--- src/hw/sbt_pkg.sv ---
// Package: constants and types for the SRAM boundary-scan test port.
package sbt_pkg;
  // Register lengths.
  localparam int IR_LEN = 3;
  localparam int ID_LEN = 32;
  localparam int BSR_LEN = 107;
  localparam int Q_LEN = 36;
  // Instruction codes.
  localparam logic [2:0] IR_EXTEST = 3'h0;
  localparam logic [2:0] IR_IDCODE = 3'h1;
  localparam logic [2:0] IR_SAMPLE_Z = 3'h2;
  localparam logic [2:0] IR_SAMPLE = 3'h4;
  localparam logic [2:0] IR_BYPASS = 3'h7;
  // Value captured into the instruction register in capture-IR.
  localparam logic [2:0] IR_CAPTURE = 3'h1;
  // Identity code; the value is arbitrary, only bit 0 being fixed at one.
  localparam logic [31:0] ID_CODE = 32'hA5A5_0001;
  // Boundary bit of the read-data pin 0; the read-data pins follow upward.
  localparam int Q_BSR_BASE = 0;
  // Rising test-clock edges with mode held high that force test-logic-reset.
  localparam int TLR_RISES = 5;
  // Reset value of the synchronised mode and data pins: undriven pins read as one.
  localparam logic PIN_IDLE = 1'h1;

  // Controller states.
  typedef enum logic [3:0] {
    ST_RESET, ST_IDLE, ST_SEL_DR, ST_CAP_DR, ST_SHIFT_DR, ST_EXIT1_DR,
    ST_PAUSE_DR, ST_EXIT2_DR, ST_UPD_DR, ST_SEL_IR, ST_CAP_IR, ST_SHIFT_IR,
    ST_EXIT1_IR, ST_PAUSE_IR, ST_EXIT2_IR, ST_UPD_IR
  } sbt_state_t;

  // Data register selected by the current instruction.
  typedef enum logic [2:0] {
    SEL_EXTEST, SEL_ID, SEL_HIZ, SEL_SAMPLE, SEL_BYPASS
  } sbt_sel_t;

  // The three test-port inputs, carried together through the synchroniser.
  typedef struct packed {
    logic tck;
    logic tms;
    logic tdi;
  } sbt_pins_t;
endpackage

--- src/hw/sbt_tap.sv ---
// Module: boundary-scan test port of the SRAM, sampled on the system clock.
`timescale 1ns/10ps
module sbt_tap (
  input wire logic CLOCK,
  input wire logic RST_N,
  input wire logic TCK,
  input wire logic TMS,
  input wire logic TDI,
  output logic TDO,
  output logic TDO_OE,
  input wire logic [106:0] PIN_IN,
  input wire logic [35:0] CORE_Q,
  input wire logic CORE_Q_OE,
  output logic [35:0] Q_OUT,
  output logic Q_OE
);

  ////////////////////////////////////////////////////////////////////////////
  // Decoding functions.

  // Reserved codes fall back to bypass so the chain stays one bit long.
  function automatic sbt_pkg::sbt_sel_t decode_ir(input logic [2:0] code);
    case (code)
      sbt_pkg::IR_EXTEST: decode_ir = sbt_pkg::SEL_EXTEST;
      sbt_pkg::IR_IDCODE: decode_ir = sbt_pkg::SEL_ID;
      sbt_pkg::IR_SAMPLE_Z: decode_ir = sbt_pkg::SEL_HIZ;
      sbt_pkg::IR_SAMPLE: decode_ir = sbt_pkg::SEL_SAMPLE;
      default: decode_ir = sbt_pkg::SEL_BYPASS;
    endcase
  endfunction

  // Standard controller transition on one rising test-clock edge.
  function automatic sbt_pkg::sbt_state_t step(input sbt_pkg::sbt_state_t s, input logic m);
    case (s)
      sbt_pkg::ST_RESET: step = m ? sbt_pkg::ST_RESET : sbt_pkg::ST_IDLE;
      sbt_pkg::ST_IDLE: step = m ? sbt_pkg::ST_SEL_DR : sbt_pkg::ST_IDLE;
      sbt_pkg::ST_SEL_DR: step = m ? sbt_pkg::ST_SEL_IR : sbt_pkg::ST_CAP_DR;
      sbt_pkg::ST_CAP_DR: step = m ? sbt_pkg::ST_EXIT1_DR : sbt_pkg::ST_SHIFT_DR;
      sbt_pkg::ST_SHIFT_DR: step = m ? sbt_pkg::ST_EXIT1_DR : sbt_pkg::ST_SHIFT_DR;
      sbt_pkg::ST_EXIT1_DR: step = m ? sbt_pkg::ST_UPD_DR : sbt_pkg::ST_PAUSE_DR;
      sbt_pkg::ST_PAUSE_DR: step = m ? sbt_pkg::ST_EXIT2_DR : sbt_pkg::ST_PAUSE_DR;
      sbt_pkg::ST_EXIT2_DR: step = m ? sbt_pkg::ST_UPD_DR : sbt_pkg::ST_SHIFT_DR;
      sbt_pkg::ST_UPD_DR: step = m ? sbt_pkg::ST_SEL_DR : sbt_pkg::ST_IDLE;
      sbt_pkg::ST_SEL_IR: step = m ? sbt_pkg::ST_RESET : sbt_pkg::ST_CAP_IR;
      sbt_pkg::ST_CAP_IR: step = m ? sbt_pkg::ST_EXIT1_IR : sbt_pkg::ST_SHIFT_IR;
      sbt_pkg::ST_SHIFT_IR: step = m ? sbt_pkg::ST_EXIT1_IR : sbt_pkg::ST_SHIFT_IR;
      sbt_pkg::ST_EXIT1_IR: step = m ? sbt_pkg::ST_UPD_IR : sbt_pkg::ST_PAUSE_IR;
      sbt_pkg::ST_PAUSE_IR: step = m ? sbt_pkg::ST_EXIT2_IR : sbt_pkg::ST_PAUSE_IR;
      sbt_pkg::ST_EXIT2_IR: step = m ? sbt_pkg::ST_UPD_IR : sbt_pkg::ST_SHIFT_IR;
      sbt_pkg::ST_UPD_IR: step = m ? sbt_pkg::ST_SEL_DR : sbt_pkg::ST_IDLE;
      default: step = sbt_pkg::ST_RESET;
    endcase
  endfunction

  ////////////////////////////////////////////////////////////////////////////
  // Synchronisers.

  sbt_pkg::sbt_pins_t pins_in; // Raw test-port pins.
  sbt_pkg::sbt_pins_t pins_s1; // First stage, read only by the second.
  sbt_pkg::sbt_pins_t pins_s2; // Second stage, safe to use.
  sbt_pkg::sbt_pins_t pins_s3; // Delayed copy for edge detection.
  logic [106:0] pad_s1; // First stage of the pad samples.
  logic [106:0] pad_s2; // Pad samples usable by the capture logic.

  assign pins_in = '{tck: TCK, tms: TMS, tdi: TDI};

  // Mode and data stages reset to one, so a floating pin reads as one.
  always_ff @(posedge CLOCK) begin
    if (!RST_N) begin
      pins_s1 <= '{tck: 1'h0, tms: sbt_pkg::PIN_IDLE, tdi: sbt_pkg::PIN_IDLE};
      pins_s2 <= '{tck: 1'h0, tms: sbt_pkg::PIN_IDLE, tdi: sbt_pkg::PIN_IDLE};
      pins_s3 <= '{tck: 1'h0, tms: sbt_pkg::PIN_IDLE, tdi: sbt_pkg::PIN_IDLE};
    end else begin
      pins_s1 <= pins_in;
      pins_s2 <= pins_s1;
      pins_s3 <= pins_s2;
    end
  end

  // Pads are asynchronous to everything here; results are only repeatable
  // if the surrounding logic holds them steady around the capture.
  always_ff @(posedge CLOCK) begin
    if (!RST_N) begin
      pad_s1 <= '0;
      pad_s2 <= '0;
    end else begin
      pad_s1 <= PIN_IN;
      pad_s2 <= pad_s1;
    end
  end

  // Test-clock edges seen on the system clock.
  wire tck_rise = pins_s2.tck & ~pins_s3.tck;
  wire tck_fall = ~pins_s2.tck & pins_s3.tck;

  ////////////////////////////////////////////////////////////////////////////
  // Controller state machine.

  sbt_pkg::sbt_state_t state; // Current controller state.
  wire sbt_pkg::sbt_state_t next_state = step(state, pins_s2.tms);

  // Advances only on a rising test-clock edge; system reset acts as power-up.
  always_ff @(posedge CLOCK) begin
    if (!RST_N) begin
      state <= sbt_pkg::ST_RESET;
    end else if (tck_rise) begin
      state <= next_state;
    end
  end

  wire at_rise_in = tck_rise; // Name for the capture, shift and update strobes below.
  wire cap_ir = at_rise_in && state == sbt_pkg::ST_CAP_IR;
  wire shf_ir = at_rise_in && state == sbt_pkg::ST_SHIFT_IR;
  wire upd_ir = at_rise_in && state == sbt_pkg::ST_UPD_IR;
  wire cap_dr = at_rise_in && state == sbt_pkg::ST_CAP_DR;
  wire shf_dr = at_rise_in && state == sbt_pkg::ST_SHIFT_DR;
  wire upd_dr = at_rise_in && state == sbt_pkg::ST_UPD_DR;
  wire in_reset = state == sbt_pkg::ST_RESET;

  ////////////////////////////////////////////////////////////////////////////
  // Instruction register.

  logic [2:0] ir_shift; // Serial instruction stage.
  logic [2:0] cur_ir; // Instruction in force.
  wire sbt_pkg::sbt_sel_t sel = decode_ir(cur_ir);

  // The instruction in force changes only at update-IR or in reset.
  always_ff @(posedge CLOCK) begin
    if (!RST_N || in_reset) begin
      cur_ir <= sbt_pkg::IR_IDCODE;
      ir_shift <= sbt_pkg::IR_CAPTURE;
    end else begin
      if (cap_ir) begin
        ir_shift <= sbt_pkg::IR_CAPTURE;
      end else if (shf_ir) begin
        ir_shift <= {pins_s2.tdi, ir_shift[2:1]};
      end
      if (upd_ir) begin
        cur_ir <= ir_shift;
      end
    end
  end

  ////////////////////////////////////////////////////////////////////////////
  // Data registers.

  logic [31:0] id_reg; // Identity shift register.
  logic byp_reg; // Single bypass bit.
  logic [106:0] bsr; // Boundary shift stage.
  logic [106:0] bsr_upd; // Boundary update stage driving output cells.
  wire uses_bsr = sel != sbt_pkg::SEL_ID && sel != sbt_pkg::SEL_BYPASS;

  // Identity and bypass registers.
  always_ff @(posedge CLOCK) begin
    if (!RST_N) begin
      id_reg <= '0;
      byp_reg <= 1'h0;
    end else begin
      if (cap_dr && sel == sbt_pkg::SEL_ID) begin
        id_reg <= sbt_pkg::ID_CODE;
      end else if (shf_dr && sel == sbt_pkg::SEL_ID) begin
        id_reg <= {pins_s2.tdi, id_reg[31:1]};
      end
      if (cap_dr && sel == sbt_pkg::SEL_BYPASS) begin
        byp_reg <= 1'h0;
      end else if (shf_dr && sel == sbt_pkg::SEL_BYPASS) begin
        byp_reg <= pins_s2.tdi;
      end
    end
  end

  // Boundary register; the update stage holds steady while shifting, and
  // the functional clocks never need to stop for any of this.
  always_ff @(posedge CLOCK) begin
    if (!RST_N) begin
      bsr <= '0;
      bsr_upd <= '0;
    end else begin
      if (cap_dr && uses_bsr) begin
        bsr <= pad_s2;
      end else if (shf_dr && uses_bsr) begin
        bsr <= {pins_s2.tdi, bsr[106:1]};
      end
      if (upd_dr && (sel == sbt_pkg::SEL_SAMPLE || sel == sbt_pkg::SEL_EXTEST)) begin
        bsr_upd <= bsr;
      end
    end
  end

  ////////////////////////////////////////////////////////////////////////////
  // Serial output, changed on the falling test-clock edge.

  wire dr_lsb = sel == sbt_pkg::SEL_ID ? id_reg[0] :
                sel == sbt_pkg::SEL_BYPASS ? byp_reg : bsr[0];
  wire shifting_ir = state == sbt_pkg::ST_SHIFT_IR;
  wire shifting_dr = state == sbt_pkg::ST_SHIFT_DR;
  wire next_tdo = shifting_ir ? ir_shift[0] : dr_lsb;

  // The pin is driven only while a register is being shifted.
  always_ff @(posedge CLOCK) begin
    if (!RST_N) begin
      TDO <= 1'h0;
      TDO_OE <= 1'h0;
    end else if (tck_fall) begin
      TDO <= next_tdo;
      TDO_OE <= shifting_ir || shifting_dr;
    end
  end

  ////////////////////////////////////////////////////////////////////////////
  // Read-data pins: core, boundary-driven or floated.

  wire [35:0] q_vec = bsr_upd[sbt_pkg::Q_BSR_BASE +: sbt_pkg::Q_LEN];
  wire [35:0] next_q = sel == sbt_pkg::SEL_EXTEST ? q_vec : CORE_Q;
  wire next_q_oe = sel == sbt_pkg::SEL_EXTEST ? 1'h1 :
                   sel == sbt_pkg::SEL_HIZ ? 1'h0 : CORE_Q_OE;

  // Registered so the pins never glitch on an instruction change.
  always_ff @(posedge CLOCK) begin
    if (!RST_N) begin
      Q_OUT <= '0;
      Q_OE <= 1'h0;
    end else begin
      Q_OUT <= next_q;
      Q_OE <= next_q_oe;
    end
  end

  // Counts consecutive rising edges with mode high.
  logic [2:0] tms_hi_cnt;
  always_ff @(posedge CLOCK) begin
    if (!RST_N) begin
      tms_hi_cnt <= 3'h0;
    end else if (tck_rise) begin
      tms_hi_cnt <= !pins_s2.tms ? 3'h0 : (tms_hi_cnt == 3'h7 ? 3'h7 : tms_hi_cnt + 3'h1);
    end
  end
endmodule

--- config.mk ---
export PLATFORM = sky130hd
export DESIGN_NAME = sbt_tap
export DESIGN_NICKNAME = d
export VERILOG_FILES = /design/src/hw/sbt_pkg.sv /design/src/hw/sbt_tap.sv
export SDC_FILE = /design/constraint.sdc
export NUM_CORES = 1
export LEC_CHECK = 0
export ABC_AREA = 1
export BUFFER_PORTS_ARGS = -buffer_cell sky130_fd_sc_hd__buf_2
export CELL_PAD_IN_SITES_DETAIL_PLACEMENT = 0
export CELL_PAD_IN_SITES_GLOBAL_PLACEMENT = 1
export CORE_MARGIN = 1
export CORE_UTILIZATION = 38
export DETAILED_ROUTE_END_ITERATION = 7
export PLACE_DENSITY = 0.8
export SETUP_SLACK_MARGIN = 0.2
export SYNTH_ARGS = -nofsm -noshare
export SYNTH_HDL_FRONTEND = slang
export SYNTH_SLANG_ARGS = --single-unit
export TNS_END_PERCENT = 5
--- constraint.sdc ---
create_clock -name CLOCK -period 1.6 [get_ports CLOCK]
set_input_delay 0.32 -clock CLOCK [delete_from_list [all_inputs] [get_ports CLOCK]]
set_output_delay 0.32 -clock CLOCK [all_outputs]
set_load 0.05 [all_outputs]
Word level (Yosys, flattened, before mapping)

Index checks and enable logic that the tools add are counted.

Equal/unequal tests: 24
Muxes and demuxes: 24
Bitwise logic cells: 5
Reduce and logical (&&, ||, !) cells: 29

Operator list:

| operator                                             | count |
|---|---|
| 2-to-1 mux 107 bit                                   | 2 |
| 2-to-1 mux 32 bit                                    | 2 |
| case mux 4 bit (12 select lines)                     | 1 |
| 2-to-1 mux 36 bit                                    | 1 |
| equality test 4 bit (second input constant)          | 8 |
| equality test 4 x 3 -> 1 bit (second input constant) | 4 |
| 2-to-1 mux 4 bit                                     | 4 |
| logical AND 1 bit                                    | 14 |
| case mux 3 bit (4 select lines)                      | 1 |
| OR reduction 2 bit                                   | 5 |
| equality test 3 x 2 -> 1 bit (second input constant) | 3 |
| equality test 4 x 2 -> 1 bit (second input constant) | 2 |
| 2-to-1 mux 1 bit                                     | 8 |
| equality test 3 x 1 -> 1 bit (second input constant) | 2 |
| equality test 3 bit (second input constant)          | 2 |
| logical NOT 3 bit                                    | 2 |
| 2-to-1 mux 2 bit                                     | 3 |
| 2-to-1 mux 3 bit                                     | 2 |
| equality test 4 x 1 -> 1 bit (second input constant) | 1 |
| logical NOT 4 bit                                    | 1 |
| nonzero test 2 bit                                   | 2 |
| logical OR 1 bit                                     | 3 |
| != test 3 x 1 -> 1 bit (second input constant)       | 1 |
| != test 3 bit (second input constant)                | 1 |
| other kinds (4)                                      | 7 |

Bits in registers: 446
Bits of input ports: 149
Output and inout bits: 39
Word-level logic and storage cells: 103

Depth between registers and ports, before layout

Gate-level depths: netlist (run 1).

Word-level depth: 7
Gate-level depth with buffers: 11
Mapped depth without buffers: 10

Least setup slack after synthesis (run 1)

No wires, ideal clock.

Path type: register to register
Start point: register state[1]
End point: register bsr[87]
Library setup time: 0.122 ns
Arrival time: 1.469 ns
Required time: 1.478 ns
Slack: 0.009 ns
Cell stages (with the launch flop): 10
Buffers on the path: 4
Period minus slack after synthesis: 1.591 ns
Path through: dfxtp_1 buf_4 nand2_1 nor2_1 nand2_1 buf_4 buf_2 buf_2 o22ai_1 a21oi_1

Longest elaborated chain between the ends: 4
Elaborated cells on any way between the ends: 8
Classes of those cells: eq/ne (2); mux (1); reduce/logical (5)

Ends and longest elaborated chain:

| element                                                                             | RTL line                       | text |
|---|---|---|
| start, declared                                                                     | sbt_tap.sv:99                  | `sbt_pkg::sbt_state_t state;` |
| start signal, assigned                                                              | sbt_tap.sv:105                 | `state <= sbt_pkg::ST_RESET;` |
| start signal, assigned                                                              | sbt_tap.sv:107                 | `state <= next_state;` |
| equality test 4 x 2 -> 1 bit / equality test 4 x 3 -> 1 bit (equally long branches) | sbt_tap.sv:115, sbt_tap.sv:116 |  |
| logical AND 1 bit, on equally long branches                                         | sbt_tap.sv:115, sbt_tap.sv:116 |  |
| logical AND 1 bit, on equally long branches                                         | sbt_tap.sv:179, sbt_tap.sv:181 |  |
| 2-to-1 mux 107 bit / nonzero test 2 bit (equally long branches)                     | n/a                            |  |
| end signal, assigned                                                                | sbt_tap.sv:180                 | `bsr <= pad_s2;` |
| end signal, assigned                                                                | sbt_tap.sv:182                 | `bsr <= {pins_s2.tdi, bsr[106:1]};` |
| end, declared                                                                       | sbt_tap.sv:149                 | `logic [106:0] bsr;` |

Several ways; a longest one is shown, not always the timed one.
A chain may end at the register's enable or synchronous reset.

Worst setup path after layout (run 1)

Start point: register pins_s3[2] (netlist name)
End point: register bsr[21]

Longest elaborated chain between the ends: 5
Elaborated cells on any way between the ends: 8
Classes of those cells: mux (1); bitwise (2); reduce/logical (5)

Ends and longest elaborated chain:

| element                                                         | RTL line                       | text |
|---|---|---|
| start, declared                                                 | sbt_tap.sv:61                  | `sbt_pkg::sbt_pins_t pins_s3;` |
| start signal, assigned                                          | sbt_tap.sv:72                  | `pins_s3 <= '{tck: 1'h0, tms: sbt_pkg::PIN_IDLE, tdi: sbt_pkg::PIN_IDLE};` |
| start signal, assigned                                          | sbt_tap.sv:76                  | `pins_s3 <= pins_s2;` |
| NOT 1 bit (*)                                                   | sbt_tap.sv:93                  | `wire tck_rise = pins_s2.tck & ~pins_s3.tck;` |
| AND 1 bit (*)                                                   | sbt_tap.sv:93                  |  |
| logical AND 1 bit, on equally long branches                     | sbt_tap.sv:115, sbt_tap.sv:116 |  |
| logical AND 1 bit, on equally long branches                     | sbt_tap.sv:179, sbt_tap.sv:181 |  |
| 2-to-1 mux 107 bit / nonzero test 2 bit (equally long branches) | n/a                            |  |

Every way passes the cells marked *; elsewhere a longest branch is shown, timed or not.

==> impl_metrics.yaml, run 1 <==
final_layout:
  drive_gt1_share_pct: 21.9
  area_delta_synth_final_pct: 40.3
  reg.largest.list: "bsr (107), pad_s1 (107), pad_s2 (107)"
  stdcell_count: 2674
  nNetsFinal: 2277
  nFillCells: 3440
  diodes: 0
  final_area_mm2: 0.0209
power_and_ir_drop:
  vdd_ir_drop_max_mv: 0.849
  leakage_nw: 10.1
  cellPowerDensity_mw_per_mm2: 1110
place:
  io_buffers: 187
  dpl-instance-area_mm2: 0.0165
  place_inst: 2419
  dp_hpwl_um: 19600
  gp_congestion: 0.797
  pre_cts_ws_ns: -0.120
global_routing:
  groute.usage.overall_pct: 16.8
  grt-ovfl-total: 0
  grt_pass1_wl_um: 55000
  antenna_found_initial: 0
  grt_max_degree: 94
  first_global_vias: 11400
synthesis:
  synth.avg_cell_area_um2: 8.35
  synth_fp_nets: 1930
  synth_top_area_cell: "dfxtp_1"
  synth_area_mm2: 0.0149
  ys_seq_area_share_pct: 60.0
  yosys.area.top_type_share_pct: 60.0
  yosysMostFrequentCell: "dfxtp_1"
  ys.flop_type: "dfxtp_1"
  synth-seq-cells: 446
  synth.area.top_cells: "dfxtp_1 60%, nand2_1 7.5%, inv_1 6.5%, o21ai_0 6.1%, a21oi_1 4.9%"
  synth_edf_count: 0
  netlist_top_cells_count: "446 x dfxtp_1, 297 x nand2_1, 257 x inv_1"
  synthArstFlopShare_pct: 0
  ys.warnings.count: 0
  post_synth_num_cell_types: 28
  postSynthCellCount: 1781
clock_tree:
  clk_pin_slew_worst_paths_ns: 0.06
  numCtsBuffers: 46
  cts-root-buf: "clkbuf_16"
  clkLatencyLatePin_ns: 0.57
  cts_buffer_depth: 3
  cts.htree.levels: 2
  cts_tree: "yes"
  clock-sinks: 446
detailed_routing:
  drtIter0Drc: 717
  drt_wl_total_um: 36500
  met1_length_um: 16900
  route.detailed.drc: 0
  firstDrtPassIters: 5
  viasPerCell: 4.63
  highest_layer: "met4"
  wl_per_cell_um: 13.6
  dr_wl_met2_um: 17300
  via_count: 12400
  dr_wl_met3_um: 1630
  drtAntennaViolNets: 0
worst_hold_path:
  holdPathStages: 3
  hold_class: "in2reg"
  worst_hold_path.endpoint: "Q_OUT[31]"
  hp-start: "CORE_Q[31]"
floorplanning:
  num_rows: 72
  die_y_um: 200
  core_area_mm2: 0.0386
  io_pins: 188
  die_x_um: 200
  initial_utilization_pct: 38.5
  design.die.area_mm2: 0.0399
worst_setup_path:
  reg2reg_to: "bsr[21]"
  critical_path_class: "reg2reg"
  r2r-start: "pins_s3[2]"
  cp_data_arrival_time_ns: 2.10
  reg2regPathDepth: 10
  worstSetupEndpointType: "flop"
  cp_max_fo: 20
  required_ns: 2.03
  cp-start-kind: "flop"
  ff2ff_setup_slack_ns: -0.06
timing:
  slew_headroom_pct: 72.6
  fin_crit_ns: 1.66
  skew_ns: 0.0227
  rsz0062_at_grt: "yes"
  period_share_pct: 104
  fin_ws_ns: -0.0633
  max_clock_freq_mhz: 601
  drv_slew: 0
  worstMarginPinSlew_ns: 0.411
  tns_ns: -1.46
  setup_violations: 43
  hold_viol_final: 0
outcome:
  status: "finished, violations left"
  violations: "setup timing"
job:
  maxCapViolations: 0
==> worst max-delay path by stage <==
| stage | start | to | slack [ns] | cells after the start |
|---|---|---|---|---|
| finish | pins_s3[2] | bsr[21] | -0.06 | 10 |
| global route | pins_s3[2] | bsr[21] | -0.12 | 10 |
| CTS | state[2] | bsr[28] | -0.04 | 9 |
| detailed placement | pins_s3[2] | bsr[28] | -0.12 | 9 |
| global placement | pins_s3[2] | bsr[14] | -0.03 | 9 |
| floorplan | state[3] | bsr_upd[10] | 0.14 | 7 |
==> layout by cell type (no fill, tap or decap), types with 56 or more instances in the layout <==
cell           netlist  layout
nand2_1            297     285
inv_1              257     251
a21oi_1            145     127
dlygate4sd3_1        0     138
dfxtp_1            446     403
clkbuf_16            0      56
nor2_1             170     159
buf_2               29     147
o21ai_1             26      69
o22ai_1            107      90
o21ai_0            181     130
==> layout make-up <==
class	count	area, µm²	share of cell area [%]
inverters	262	1000	4.79
clock buffers	60	1250	6.01
well taps	518	648	3.11
repair buffers	411	3940	18.9
clock inverters	16	205	0.984
flip-flops and latches	446	8990	43.1
multi-input cells	961	4810	23.1
==> kinds of logic (layout without fill, tap and decap cells) <==
logic type / Yosys count / in the layout / synth area share [%]
buffers and inverters: 374 / 749 / 10.1
DFF: 446 / 446 / 60.0
and+or+nand+nor: 492 / 492 / 12.9
AOI/OAI and AO/OA: 469 / 469 / 16.9
==> per-layer routing <==
layer | vias to the layer above | global-route usage (%)
li1 | 6371 | -
met5 | - | 0
met2 | 296 | 27.1
met3 | 57 | 3.07
met4 | 0 | 5.26
met1 | 5653 | 22.7
==> worst max-delay path: stages (launching register included) <==
cell and delay (ns):
dfxtp_2 0.32, inv_2 0.08, nand2_4 0.08, nor2_4 0.12
nand2_4 0.08, a21oi_4 0.23, buf_6 0.13, buf_12 0.15
buf_12 0.12, buf_16 0.14, a21oi_1 0.08
==> where the power goes <==
group	internal [mW]	leakage, nW	switching [mW]	total [mW]
Clock	6.15	0.718	4.22	10.4
Sequential	11.4	3.66	0.111	11.5
Combinational	0.616	5.76	0.639	1.25
Total	18.2	10.1	4.97	23.2
==> timing repair <==
action	4_1_cts	5_1_grt
hold buffers	138	0
setup buffers	12	11
gates resized for setup	108	207
pin swaps	37	14
endpoints found under the setup margin	258	258
hold endpoints to repair	138	0
gates cloned	7	11
==> metrics by stage <==
step                      utilization, %  hold slack, ns  power [mW]
final                               54.0          0.0346        23.2
after global routing                54.0          0.0253        24.1
after CTS                           51.9         0.00398        23.4
after detailed placement            42.8           0.396        12.7
after global placement              42.8           0.399        12.6
after floorplan                        -           0.390        12.3
No activity file was read; power rests on OpenSTA's default activity.
==> run 2: changes to the inputs <==
--- a/config.mk
+++ b/config.mk
@@ -5,12 +5,12 @@
 export SDC_FILE = /design/constraint.sdc
 export NUM_CORES = 1
 export LEC_CHECK = 0
-export ABC_AREA = 1
+export ABC_AREA = 0
 export BUFFER_PORTS_ARGS = -buffer_cell sky130_fd_sc_hd__buf_2
 export CELL_PAD_IN_SITES_DETAIL_PLACEMENT = 0
 export CELL_PAD_IN_SITES_GLOBAL_PLACEMENT = 1
 export CORE_MARGIN = 1
-export CORE_UTILIZATION = 38
+export CORE_UTILIZATION = 39
 export DETAILED_ROUTE_END_ITERATION = 7
 export PLACE_DENSITY = 0.8
 export SETUP_SLACK_MARGIN = 0.2
==> run 2 against run 1 <==
The flow now finishes without violations. Non-clock buffer count is 66 lower. Worst hold slack worse by 0.022 ns. Global-route usage is 0.59 points lower. Clock power is 5% higher. Setup slack better by 0.066 ns. Cell count is 14% lower. Largest power group unchanged.
==> impl_metrics.yaml, run 2 <==
floorplanning:
  io_pins: 188
  design.die.area_mm2: 0.0379
  die_x_um: 195
  initial_utilization_pct: 39.6
  core_area_mm2: 0.0366
  num_rows: 70
  die_y_um: 195
global_routing:
  groute.usage.overall_pct: 16.2
  antenna_found_initial: 0
  grt-ovfl-total: 0
  first_global_vias: 10300
  grt_pass1_wl_um: 50900
  grt_max_degree: 77
place:
  io_buffers: 187
  dpl-instance-area_mm2: 0.0162
  gp_congestion: 0.821
  place_inst: 2102
  dp_hpwl_um: 19300
final_layout:
  area_delta_synth_final_pct: 34.2
  multiInputGateArea_mm2: 0.00493
  stdcell_count: 2291
  diodes: 0
  drive_gt1_share_pct: 22.3
  nNetsFinal: 1938
  nFillCells: 3204
  final_area_mm2: 0.0194
  reg.largest.list: "bsr (107), pad_s1 (107), pad_s2 (107)"
  ff_latch_area_mm2: 0.00895
  layout_commonest_cell: "dfxtp_1"
  final_cell_mix: "435 x dfxtp_1, 217 x and2_1, 200 x o22ai_1, 188 x nand2_1, 147 x buf_2"
detailed_routing:
  drtAntennaViolNets: 0
  route.detailed.drc: 0
  drt_wl_total_um: 33700
  viasPerCell: 4.80
  wl_per_cell_um: 14.7
  drtIter0Drc: 596
  via_count: 11000
  firstDrtPassIters: 5
outcome:
  status: "finished clean"
power_and_ir_drop:
  switching_share_pct: 20.9
  power_frac_seq_pct: 48.9
  p_int_mw: 18.6
  switchingPower_mw: 4.91
  vdd_ir_drop_max_mv: 0.678
  pwr-share-clk_pct: 46.2
  comb_power_share_pct: 4.9
  leakage_nw: 7.45
  cellPowerDensity_mw_per_mm2: 1210
worst_setup_path:
  cp_max_fo: 26
  worstSetupEndpointType: "flop"
  required_ns: 2.05
  cp_data_arrival_time_ns: 2.05
  critical_path_class: "reg2reg"
  reg2regPathDepth: 5
  cp-start-kind: "flop"
clock_tree:
  cts.htree.levels: 2
  clk_pin_slew_worst_paths_ns: 0.06
  clkLatencyLatePin_ns: 0.54
  clock-sinks: 446
  cts_tree: "yes"
  cts-root-buf: "clkbuf_16"
  numCtsBuffers: 45
  cts_buffer_depth: 3
synthesis:
  synth.avg_cell_area_um2: 9.58
  postSynthCellCount: 1513
  synth_area_mm2: 0.0145
  yosysMostFrequentCell: "dfxtp_1"
  synth-seq-cells: 446
  ys.warnings.count: 0
  synthArstFlopShare_pct: 0
  netlist_top_cells_count: "446 x dfxtp_1, 218 x and2_1, 215 x o22ai_1"
  synth_edf_count: 0
  post_synth_num_cell_types: 42
  ys.flop_type: "dfxtp_1"
  ys_seq_area_share_pct: 61.6
  synth.area.top_cells: "dfxtp_1 62%, and2_1 9.4%, o22ai_1 9.3%, nand2_1 5.5%, a21oi_1 3.6%"
  synth_fp_nets: 1662
  yosys.area.top_type_share_pct: 61.6
  synth_top_area_cell: "dfxtp_1"
timing:
  max_clock_freq_mhz: 626
  slew_headroom_pct: 55.7
  fin_crit_ns: 1.60
  setup_violations: 0
  skew_ns: 0.0146
  drv_slew: 0
  hold_viol_final: 0
  period_share_pct: 99.8
  rsz0062_at_grt: "yes"
  worstMarginPinSlew_ns: 0.656
worst_hold_path:
  holdPathStages: 2
  hold_class: "in2reg"
job:
  maxCapViolations: 0
==> run 2: cell types whose count changed after synthesis, sizes merged, moves of 15 or more <==
cell,previous run,this run
o22ai,107,215
a21oi,146,104
o21ai,207,13
clkbuf,68,83
nor2,173,6
inv,261,111
and2,0,218
nand2,298,213
==> run 2: per-layer routing <==
metal | vias up | share of wire (%) | GRT usage [%]
li1 | 5611 | - | -
met1 | 5062 | 46 | 21.3
met2 | 272 | 47 | 27.2
met3 | 62 | 4.5 | 2.72
met4 | 0 | 2.4 | 4.96
met5 | - | 0 | 0
==> run 2: worst max-delay path, stage by stage, from the launching register on <==
cell	delay, ns
dfxtp_2	0.35
and3b_4	0.22
or2_4	0.25
a21o_4	0.28
clkbuf_16	0.22
o22ai_1	0.18
==> run 2: per-stage QoR <==
stage                     util (%)  hold WS (ns)  setup slack (ns)  setup TNS, ns  power [mW]
final                         53.1        0.0127           0.00254              0        23.5
after global routing          53.1       0.00777           -0.0920          -4.65        24.4
after CTS                     51.1      0.000322           0.00344              0        23.7
after detailed placement      44.2         0.408           -0.0362         -0.221        12.6
after global placement        44.2         0.397            0.0322              0        12.6
after floorplan                  -         0.386            0.0472              0        12.3
==> run 2: power by group through the flow <==
stage / sequential (mW) / combinational, mW / clock, mW
after detailed placement: 11.7 / 0.896 / 0
after CTS: 11.5 / 1.09 / 11.1
after floorplan: 11.9 / 0.382 / 0
after global routing: 11.5 / 1.25 / 11.6
after global placement: 11.7 / 0.887 / 0
final: 11.5 / 1.15 / 10.9
==> run 2: logic make-up after synthesis <==
logic type / count (synthesis) / synth area share [%]
flops: 446 / 61.6
simple gates: 476 / 17.0
compound gates: 360 / 14.8
mux: 1 / 0.0691
buf+inv: 227 / 6.31
xor+xnor: 2 / 0.121
fa+ha+maj: 1 / 0.0691
==> run 2: final timing paths <==
check | start | to | slack, ns
hold reg to reg | pins_s1[1] | pins_s2[1] | 0.41
hold / removal | PIN_IN[84] | pad_s1[84] | 0.01
setup reg to reg | state[0] | bsr[12] | 0.003
setup / recovery | state[0] | bsr[12] | 0.003
==> run 2: area by class of cell <==
type	instances	share of cell area (%)
clock inverter	20	1.42
inverter	111	2.14
sequential	446	46.0
timing repair buffer	345	15.4
multi-input combinational	840	25.4
clock buffer	61	6.62
tap	468	3.01
==> run 2: repair_timing <==
item / 4_1_cts / 5_1_grt
resized for setup: 11 / 167
gates cloned: 1 / 10
endpoints found under the hold margin: 91 / 0
hold buffers: 91 / 0
buffers inserted: 1 / 5
pin swaps: 2 / 19
endpoints found under the setup margin: 245 / 263
